$ cat src/core/tab_pkg.sv
/*
 * tab_pkg: shared constants for the tri-state board bus interface.
 * Assumes a 32-bit address and data system bus on one clock.
 */
package tab_pkg;
    localparam int TAB_ADDR_W = 32;
    localparam int TAB_DATA_W = 32;
    localparam int TAB_NUM_MST = 2;
    localparam int TAB_NUM_SLV = 2;
    localparam int TAB_CTRL_W = 14; // htrans 2, hwrite 1, hsize 3, hburst 3,
                                    // hprot 4, hmastlock 1
    localparam int TAB_CTRL_HWRITE = 2; // hwrite position in control word
    localparam int TAB_CTRL_ACTIVE = 1; // htrans msb: a real transfer
    localparam int TAB_RESP_W = 2;
    localparam logic [TAB_RESP_W-1:0] TAB_RESP_OKAY = 2'h0;
    // slave window: base and mask over the address
    localparam logic [TAB_ADDR_W-1:0] TAB_SLV_BASE = 32'hc000_0000;
    localparam logic [TAB_ADDR_W-1:0] TAB_SLV_MASK = 32'hf000_0000;
    // each slave takes one slice of the window, picked by these bits
    localparam int TAB_SLV_SEL_LSB = 24;
endpackage : tab_pkg

$ cat src/core/tab_bridge.sv
/*
 * tab_bridge: board-side logic joining local bus masters and slaves to a
 * shared tri-state system bus.
 * Assumes one central arbiter on the far side, one system bus clock, and
 * that the board pins resolve the *_o / *_oe_o pairs into wires.
 */
`timescale 1ns/10ps
`default_nettype none

// How it works
// each tri-state enable follows the address or data phase it serves
// master hresp, hready and hrdata come straight from the system bus
// master address and control drive the bus when granted in address phase
// master write data drives the data bus in a granted write data phase
// several masters share one driver set, enabled when any is granted
// a single system arbiter grants the bus to one master at a time
// slave address, control and hreadyin come straight from the bus
// slave write data comes straight from the shared data bus
// the board decoder spots local slave accesses and enables drivers
// the decoder also picks which slave's outputs feed the drivers
// slave hresp and hready drive the bus in the data phase after a selected address phase
// slave read data drives the data bus in a selected read data phase
// data bus source is slave read data when hwrite low, else write data
// the data driver is on only for local master write or slave read
// all logic runs from the global tile clock carrying the bus clock
// data-phase qualifiers register grant, select, hwrite when hready high
// during reset every bus enable stays inactive
module tab_bridge
    import tab_pkg::*;
(
    input wire logic sys_clk_i, // global tile clock
    input wire logic rst_i, // synchronous, active high
    // arbiter grant, one per local master
    input wire logic [tab_pkg::TAB_NUM_MST-1:0] mst_grant_i, // grant lines
    // local master outputs
    input wire logic [tab_pkg::TAB_NUM_MST-1:0][tab_pkg::TAB_ADDR_W-1:0]
        mst_haddr_i, // master addresses
    input wire logic [tab_pkg::TAB_NUM_MST-1:0][tab_pkg::TAB_CTRL_W-1:0]
        mst_hctrl_i, // master control words
    input wire logic [tab_pkg::TAB_NUM_MST-1:0][tab_pkg::TAB_DATA_W-1:0]
        mst_hwdata_i, // master write data
    // local master inputs
    output logic mst_hready_o, // bus hready to masters
    output logic [tab_pkg::TAB_RESP_W-1:0] mst_hresp_o, // bus hresp
    output logic [tab_pkg::TAB_DATA_W-1:0] mst_hrdata_o, // bus read data
    // local slave inputs
    output logic [tab_pkg::TAB_NUM_SLV-1:0] slv_hsel_o, // slave selects
    output logic [tab_pkg::TAB_ADDR_W-1:0] slv_haddr_o, // bus address
    output logic [tab_pkg::TAB_CTRL_W-1:0] slv_hctrl_o, // bus control
    output logic slv_hreadyin_o, // bus hready
    output logic [tab_pkg::TAB_DATA_W-1:0] slv_hwdata_o, // bus write data
    // local slave outputs
    input wire logic [tab_pkg::TAB_NUM_SLV-1:0] slv_hready_i, // slave readys
    input wire logic [tab_pkg::TAB_NUM_SLV-1:0][tab_pkg::TAB_RESP_W-1:0]
        slv_hresp_i, // slave responses
    input wire logic [tab_pkg::TAB_NUM_SLV-1:0][tab_pkg::TAB_DATA_W-1:0]
        slv_hrdata_i, // slave read data
    // system bus: address and control
    input wire logic [tab_pkg::TAB_ADDR_W-1:0] bus_haddr_i, // address in
    output logic [tab_pkg::TAB_ADDR_W-1:0] bus_haddr_o, // address out
    input wire logic [tab_pkg::TAB_CTRL_W-1:0] bus_hctrl_i, // control in
    output logic [tab_pkg::TAB_CTRL_W-1:0] bus_hctrl_o, // control out
    output logic bus_actrl_oe_o, // address/control enable
    // system bus: response
    input wire logic bus_hready_i, // hready in
    output logic bus_hready_o, // hready out
    input wire logic [tab_pkg::TAB_RESP_W-1:0] bus_hresp_i, // hresp in
    output logic [tab_pkg::TAB_RESP_W-1:0] bus_hresp_o, // hresp out
    output logic bus_resp_oe_o, // response enable
    // shared bidirectional data bus
    input wire logic [tab_pkg::TAB_DATA_W-1:0] shared_bidir_data_bus_i, // in
    output logic [tab_pkg::TAB_DATA_W-1:0] shared_bidir_data_bus_o, // out
    output logic shared_bidir_data_bus_oe_o // data enable
);
    import tab_pkg::*;

    localparam int MW = $clog2(TAB_NUM_MST) > 0 ? $clog2(TAB_NUM_MST) : 1;
    localparam int SW = $clog2(TAB_NUM_SLV) > 0 ? $clog2(TAB_NUM_SLV) : 1;

    logic mgrant_dp_reg, mgrant_dp_next;
    logic ssel_dp_reg, ssel_dp_next;
    logic hwrite_dp_reg, hwrite_dp_next;
    logic [SW-1:0] sidx_dp_reg, sidx_dp_next;
    logic [MW-1:0] midx_dp_reg, midx_dp_next;
    logic any_grant, board_hit;
    logic [MW-1:0] gidx;
    logic [SW-1:0] sidx;

    // address-phase grant and the granted master's index
    always_comb begin
        any_grant = |mst_grant_i;
        gidx = '0;
        for (int i = 0; i < TAB_NUM_MST; i++) begin
            if (mst_grant_i[i]) begin
                gidx = MW'(i);
            end
        end
    end

    // board decoder: hit on the window; an address-phase term is gated by
    // htrans so idle cycles never claim the response lines
    always_comb begin
        board_hit = ((bus_haddr_i & TAB_SLV_MASK) == TAB_SLV_BASE)
            && bus_hctrl_i[TAB_CTRL_ACTIVE];
        sidx = bus_haddr_i[TAB_SLV_SEL_LSB +: SW];
        if (int'(sidx) >= TAB_NUM_SLV) begin
            board_hit = 1'b0;
        end
        slv_hsel_o = '0;
        if (board_hit) begin
            slv_hsel_o[sidx] = 1'b1;
        end
    end

    // data-phase qualifiers advance only on completed transfers
    always_comb begin
        mgrant_dp_next = mgrant_dp_reg;
        ssel_dp_next = ssel_dp_reg;
        hwrite_dp_next = hwrite_dp_reg;
        sidx_dp_next = sidx_dp_reg;
        midx_dp_next = midx_dp_reg;
        if (bus_hready_i) begin
            mgrant_dp_next = any_grant;
            ssel_dp_next = board_hit;
            hwrite_dp_next = bus_hctrl_i[TAB_CTRL_HWRITE];
            sidx_dp_next = sidx;
            midx_dp_next = gidx;
        end
    end

    always_ff @(posedge sys_clk_i) begin
        if (rst_i) begin
            mgrant_dp_reg <= 1'b0;
            ssel_dp_reg <= 1'b0;
            hwrite_dp_reg <= 1'b0;
            sidx_dp_reg <= '0;
            midx_dp_reg <= '0;
        end else begin
            mgrant_dp_reg <= mgrant_dp_next;
            ssel_dp_reg <= ssel_dp_next;
            hwrite_dp_reg <= hwrite_dp_next;
            sidx_dp_reg <= sidx_dp_next;
            midx_dp_reg <= midx_dp_next;
        end
    end

    // inputs to local masters and slaves pass straight through; the arbiter
    // guarantees one driver on the wire so no local check is made
    always_comb begin
        mst_hready_o = bus_hready_i;
        mst_hresp_o = bus_hresp_i;
        mst_hrdata_o = shared_bidir_data_bus_i;
        slv_haddr_o = bus_haddr_i;
        slv_hctrl_o = bus_hctrl_i;
        slv_hreadyin_o = bus_hready_i;
        slv_hwdata_o = shared_bidir_data_bus_i;
    end

    // board drivers: muxed sources and phase-timed enables
    always_comb begin
        bus_haddr_o = mst_haddr_i[gidx];
        bus_hctrl_o = mst_hctrl_i[gidx];
        bus_actrl_oe_o = any_grant && !rst_i;
        // hready belongs to the slave holding the data phase
        bus_hready_o = slv_hready_i[sidx_dp_reg];
        bus_hresp_o = slv_hresp_i[sidx_dp_reg];
        // a selection made in the address phase drives the response lines
        // onward while the data phase of that access runs
        bus_resp_oe_o = ssel_dp_reg && !rst_i;
        if (!hwrite_dp_reg) begin
            shared_bidir_data_bus_o = slv_hrdata_i[sidx_dp_reg];
        end else begin
            shared_bidir_data_bus_o = mst_hwdata_i[midx_dp_reg];
        end
        shared_bidir_data_bus_oe_o = !rst_i
            && ((mgrant_dp_reg && hwrite_dp_reg)
            || (ssel_dp_reg && !hwrite_dp_reg));
    end

    // properties guarding the phase timing of every board driver; after a
    // wait state the held qualifiers are covered by a_wait_hold instead
    a_data_oe_cause: assert property (
        @(posedge sys_clk_i) disable iff (rst_i)
        shared_bidir_data_bus_oe_o && $past(bus_hready_i) |->
        ($past(any_grant) && $past(bus_hctrl_i[TAB_CTRL_HWRITE]))
        || ($past(board_hit) && !$past(bus_hctrl_i[TAB_CTRL_HWRITE]))
    ) else $error("data enable without cause");
    a_mst_write_drive: assert property (
        @(posedge sys_clk_i) disable iff (rst_i)
        bus_hready_i && any_grant && bus_hctrl_i[TAB_CTRL_HWRITE]
        |=> shared_bidir_data_bus_oe_o
    ) else $error("master write data not driven");
    a_slv_read_drive: assert property (
        @(posedge sys_clk_i) disable iff (rst_i)
        bus_hready_i && board_hit && !bus_hctrl_i[TAB_CTRL_HWRITE]
        |=> shared_bidir_data_bus_oe_o && !hwrite_dp_reg
    ) else $error("slave read data not driven");
    a_addr_oe_grant: assert property (
        @(posedge sys_clk_i) disable iff (rst_i)
        bus_actrl_oe_o == (|mst_grant_i)
    ) else $error("address enable not tied to grant");
    a_wait_hold: assert property (
        @(posedge sys_clk_i) disable iff (rst_i)
        !bus_hready_i |=> $stable(ssel_dp_reg) && $stable(hwrite_dp_reg)
        && $stable(mgrant_dp_reg)
    ) else $error("data phase moved during wait");
    a_reset_quiet: assert property (
        @(posedge sys_clk_i)
        rst_i |-> !bus_actrl_oe_o && !bus_resp_oe_o
        && !shared_bidir_data_bus_oe_o
    ) else $error("bus driven in reset");
    a_resp_oe_sel: assert property (
        @(posedge sys_clk_i) disable iff (rst_i)
        bus_hready_i && board_hit
        |=> bus_resp_oe_o && (sidx_dp_reg == $past(sidx))
    ) else $error("response not enabled for local slave");
    a_no_idle_drive: assert property (
        @(posedge sys_clk_i) disable iff (rst_i)
        bus_hready_i && !any_grant && !board_hit
        |=> !shared_bidir_data_bus_oe_o && !bus_resp_oe_o
    ) else $error("drive in idle data phase");
    a_sel_onehot: assert property (
        @(posedge sys_clk_i) disable iff (rst_i)
        $onehot0(slv_hsel_o)
    ) else $error("more than one local slave selected");
    a_sel_window: assert property (
        @(posedge sys_clk_i) disable iff (rst_i)
        (|slv_hsel_o) |-> bus_hctrl_i[TAB_CTRL_ACTIVE]
        && ((bus_haddr_i & TAB_SLV_MASK) == TAB_SLV_BASE)
    ) else $error("local slave selected outside its window");
endmodule : tab_bridge

`default_nettype wire

$ cat config.mk
export PLATFORM = sky130hd
export DESIGN_NAME = tab_bridge
export DESIGN_NICKNAME = d
export VERILOG_FILES = /design/src/core/tab_pkg.sv /design/src/core/tab_bridge.sv
export SDC_FILE = /design/constraint.sdc
export NUM_CORES = 1
export LEC_CHECK = 0
export ABC_AREA = 1
export BUFFER_PORTS_ARGS = -buffer_cell sky130_fd_sc_hd__buf_2
export CAP_MARGIN = 20
export CORE_AREA = 2 2 199 201
export CTS_CLUSTER_SIZE = 24
export DETAILED_ROUTE_END_ITERATION = 10
export DIE_AREA = 0 0 201 203
export PLACE_DENSITY_LB_ADDON = 0.1
export SYNTH_ARGS = -nofsm -noshare
export SYNTH_HDL_FRONTEND = slang
export SYNTH_SLANG_ARGS = --single-unit
$ cat constraint.sdc
create_clock -name sys_clk_i -period 1.2 [get_ports sys_clk_i]
set_clock_uncertainty 0.05 [all_clocks]
set_input_delay 0.24 -clock sys_clk_i [delete_from_list [all_inputs] [get_ports sys_clk_i]]
set_output_delay 0.24 -clock sys_clk_i [all_outputs]
set_load 0.05 [all_outputs]
==> results.py <==
metrics = {
    "setup_path": {
        "crit_family": "buffers and inverters",
        "crit_chain": "buf_12 > buf_16 > a21oi_2 > o21ai_2 > nand2_2 > buf_8",
        "max_stage_delay_ns": 0.39,
        "required_ns": 0.91,
        "start_kind": "flop",
        "arrival_ns": 1.35,
        "crit_path_end_kind": "output pin",
        "cp_max_fo": 8,
        "crit_slowest_cell": "dfxtp_4",
        "crit_type": "flop to output pin",
        "worst-path-buf-inv": 3,
        "reg2reg_slack_ns": 0.16,
    },
    "detailed_routing": {
        "routed_wl_um": 17700,
        "wl_met1_um": 5670,
        "via_count": 3821,
        "avgRoutedWirePerCell_um": 14.7,
        "dr_wl_met2_um": 9350,
        "firstDrtPassIters": 4,
        "wl_met3_um": 2050,
        "drc": 0,
        "dr.max_layer_used": "met4",
        "viasPerCell": 3.17,
        "drtAntennaViolNets": 0,
        "drt_iter0_drc": 84,
    },
    "clock_tree": {
        "cts.path.max_buffers": 2,
        "numCtsBuffers": 3,
        "cts_tree": "yes",
        "clk_pin_slew_ns": 0.04,
        "clock_latency_ns": 0.23,
        "h-tree-depth": 1,
        "root_buffer": "clkbuf_16",
        "hold_buffers": 0,
        "cts_sinks": 5,
    },
    "pwr": {
        "p_comb_frac": 0.822,
        "power_leakage_nw": 3.10,
        "swShare": 0.490,
        "max-vdd-ir-drop_mv": 0.407,
        "power_frac_clock": 0.129,
        "power.switching_mw": 2.13,
        "power.internal_mw": 2.22,
        "pwr_density_cell_mw_per_mm2": 705,
        "p_seq_frac": 0.049,
        "p_total_mw": 4.36,
    },
    "placement": {
        "place_ws_ns": -0.319,
        "place_inst": 1180,
        "portBuffers": 332,
        "routabilityCongestion": 0.713,
        "dp_hpwl_um": 13400,
    },
    "yosys": {
        "seq_area_frac_synth": 0.0343,
        "syn-cell-area_mm2": 0.00291,
        "avgSynthCellArea_um2": 6.49,
        "synth_nets": 760,
        "synth_ff_type": "dfxtp_1",
        "synth.most_common_cell": "buf_4",
        "synthArstFlopShare": 0,
        "ys_warn_count": 0,
        "synthTopCellsByCount": "buf_4 (115), inv_1 (72), nand2_1 (65)",
        "ys_ff_latch": 5,
        "synth_enable_flop_cells": 0,
        "synth_top_area_share": 0.296,
        "synthTopCellsByArea": "buf_4 (30%), mux2_2 (12%), inv_1 (9.3%)",
        "synthCells": 449,
        "yosysUniqueCellTypes": 14,
        "yosysTopAreaCell": "buf_4",
    },
    "global_route": {
        "track_usage": 0.0802,
        "grt_pass1_wl_um": 24900,
        "grt_pass1_vias": 4150,
        "gr-total-overflow": 0,
        "grt_start_max_net_pins": 38,
        "grt_antenna_before_repair": 2,
    },
    "layout": {
        "syn_to_final_growth_pct": 112,
        "seqCellArea_um2": 113,
        "final_nets": 997,
        "multi_input_area_mm2": 0.00195,
        "num-fill-cells": 4478,
        "drive_gt1_frac": 0.747,
        "instances_no_fill": 1205,
        "final_util": 0.161,
    },
    "floorplanning": {
        "die_x_um": 201,
        "row_count": 72,
        "ios": 511,
        "core_mm2": 0.0385,
        "initial_core_util": 0.0758,
        "die_area_mm2": 0.0408,
        "fp.dieH_um": 203,
    },
    "timing": {
        "slew_headroom": 0.811,
        "maxSlewViolCount": 0,
        "hold_violations": 0,
        "worst_hold_slack_ns": 0.283,
        "min_period_ns": 1.64,
        "max_freq_mhz": 609,
        "fin_ws_ns": -0.443,
        "grt_setup_unrepaired": "yes",
        "setup_viol": 82,
        "tightestPinTransition_ns": 0.283,
        "min_period_over_period": 1.37,
    },
    "run_status": {
        "status": "finished, violations left",
        "violations": "negative setup slack",
    },
    "flow_run": {
        "cap_violations": 0,
    },
    "worst_hold_path": {
        "hp-class": "input pin to flop",
    },
}
==> per-layer routing <==
layer | vias up | global-route usage
met5 | - | 0
met4 | 0 | 0.0270
met3 | 25 | 0.0361
met2 | 317 | 0.156
met1 | 1669 | 0.0730
li1 | 1810 | -
==> timing repair <==
action | 4_1_cts | 5_1_grt
endpoints found under the hold margin | 0 | 0
pin swaps | 14 | 11
buffers inserted | 10 | 4
setup endpoints to repair | 86 | 86
gates cloned | 7 | 3
resized for setup | 296 | 36
==> stage by stage <==
step / area (µm²) / setup TNS (ns)
2_1_floorplan: 3130 / -2.45
6_report: 6180 / -21.34
4_1_cts: 6030 / -22.83
5_1_grt: 6180 / -24.86
3_5_place_dp: 4690 / -20.85
3_3_place_gp: 4690 / -20.78
==> power by group through the flow <==
stage	Combinational (mW)	Sequential [mW]	Clock (mW)
floorplan	2.79	0.186	0
global placement	2.76	0.196	0
detailed placement	2.74	0.197	0
CTS	3.56	0.210	0.580
global route	3.79	0.216	0.603
finish	3.58	0.212	0.561
==> placed cells by master, fill, tap and decap left out, types with 6 or more instances in the layout <==
master / netlist / routed
a21oi_1: 36 / 12
a21oi_2: 0 / 20
buf_12: 0 / 16
buf_16: 0 / 6
buf_2: 17 / 245
buf_4: 115 / 10
buf_6: 6 / 36
buf_8: 0 / 58
inv_1: 72 / 69
mux2_4: 18 / 49
nand2_1: 65 / 31
nand2_2: 0 / 32
o211ai_1: 32 / 32
o21ai_1: 0 / 18
o21ai_2: 0 / 15
==> logic make-up after synthesis <==
kind of cell	after synthesis	share of synthesized area
compound gates	106	0.210
simple gates	76	0.0983
mux	49	0.213
flops	5	0.0344
buf+inv	213	0.445
==> area by class of cell <==
class                      instances  share of cell area
clock buffer                       4              0.0128
antenna                            2            0.000810
timing repair buffer             373               0.504
multi-input combinational        231               0.315
inverter                          72              0.0445
sequential                         5              0.0182
tap                              518               0.105
==> path summary, 6_finish.rpt <==
kind | to | cells after the start | startpoint
hold reg to reg | ssel_dp_reg$_SDFFE_PP0P_ | 2 | ssel_dp_reg$_SDFFE_PP0P_
setup / recovery | shared_bidir_data_bus_o[31] | 6 | sidx_dp_reg$_SDFFE_PP0P_
setup reg to reg | midx_dp_reg$_SDFFE_PP0P_ | 3 | midx_dp_reg$_SDFFE_PP0P_
hold / removal | sidx_dp_reg$_SDFFE_PP0P_ | 2 | bus_hready_i
No activity file was read; power rests on OpenSTA's default activity.
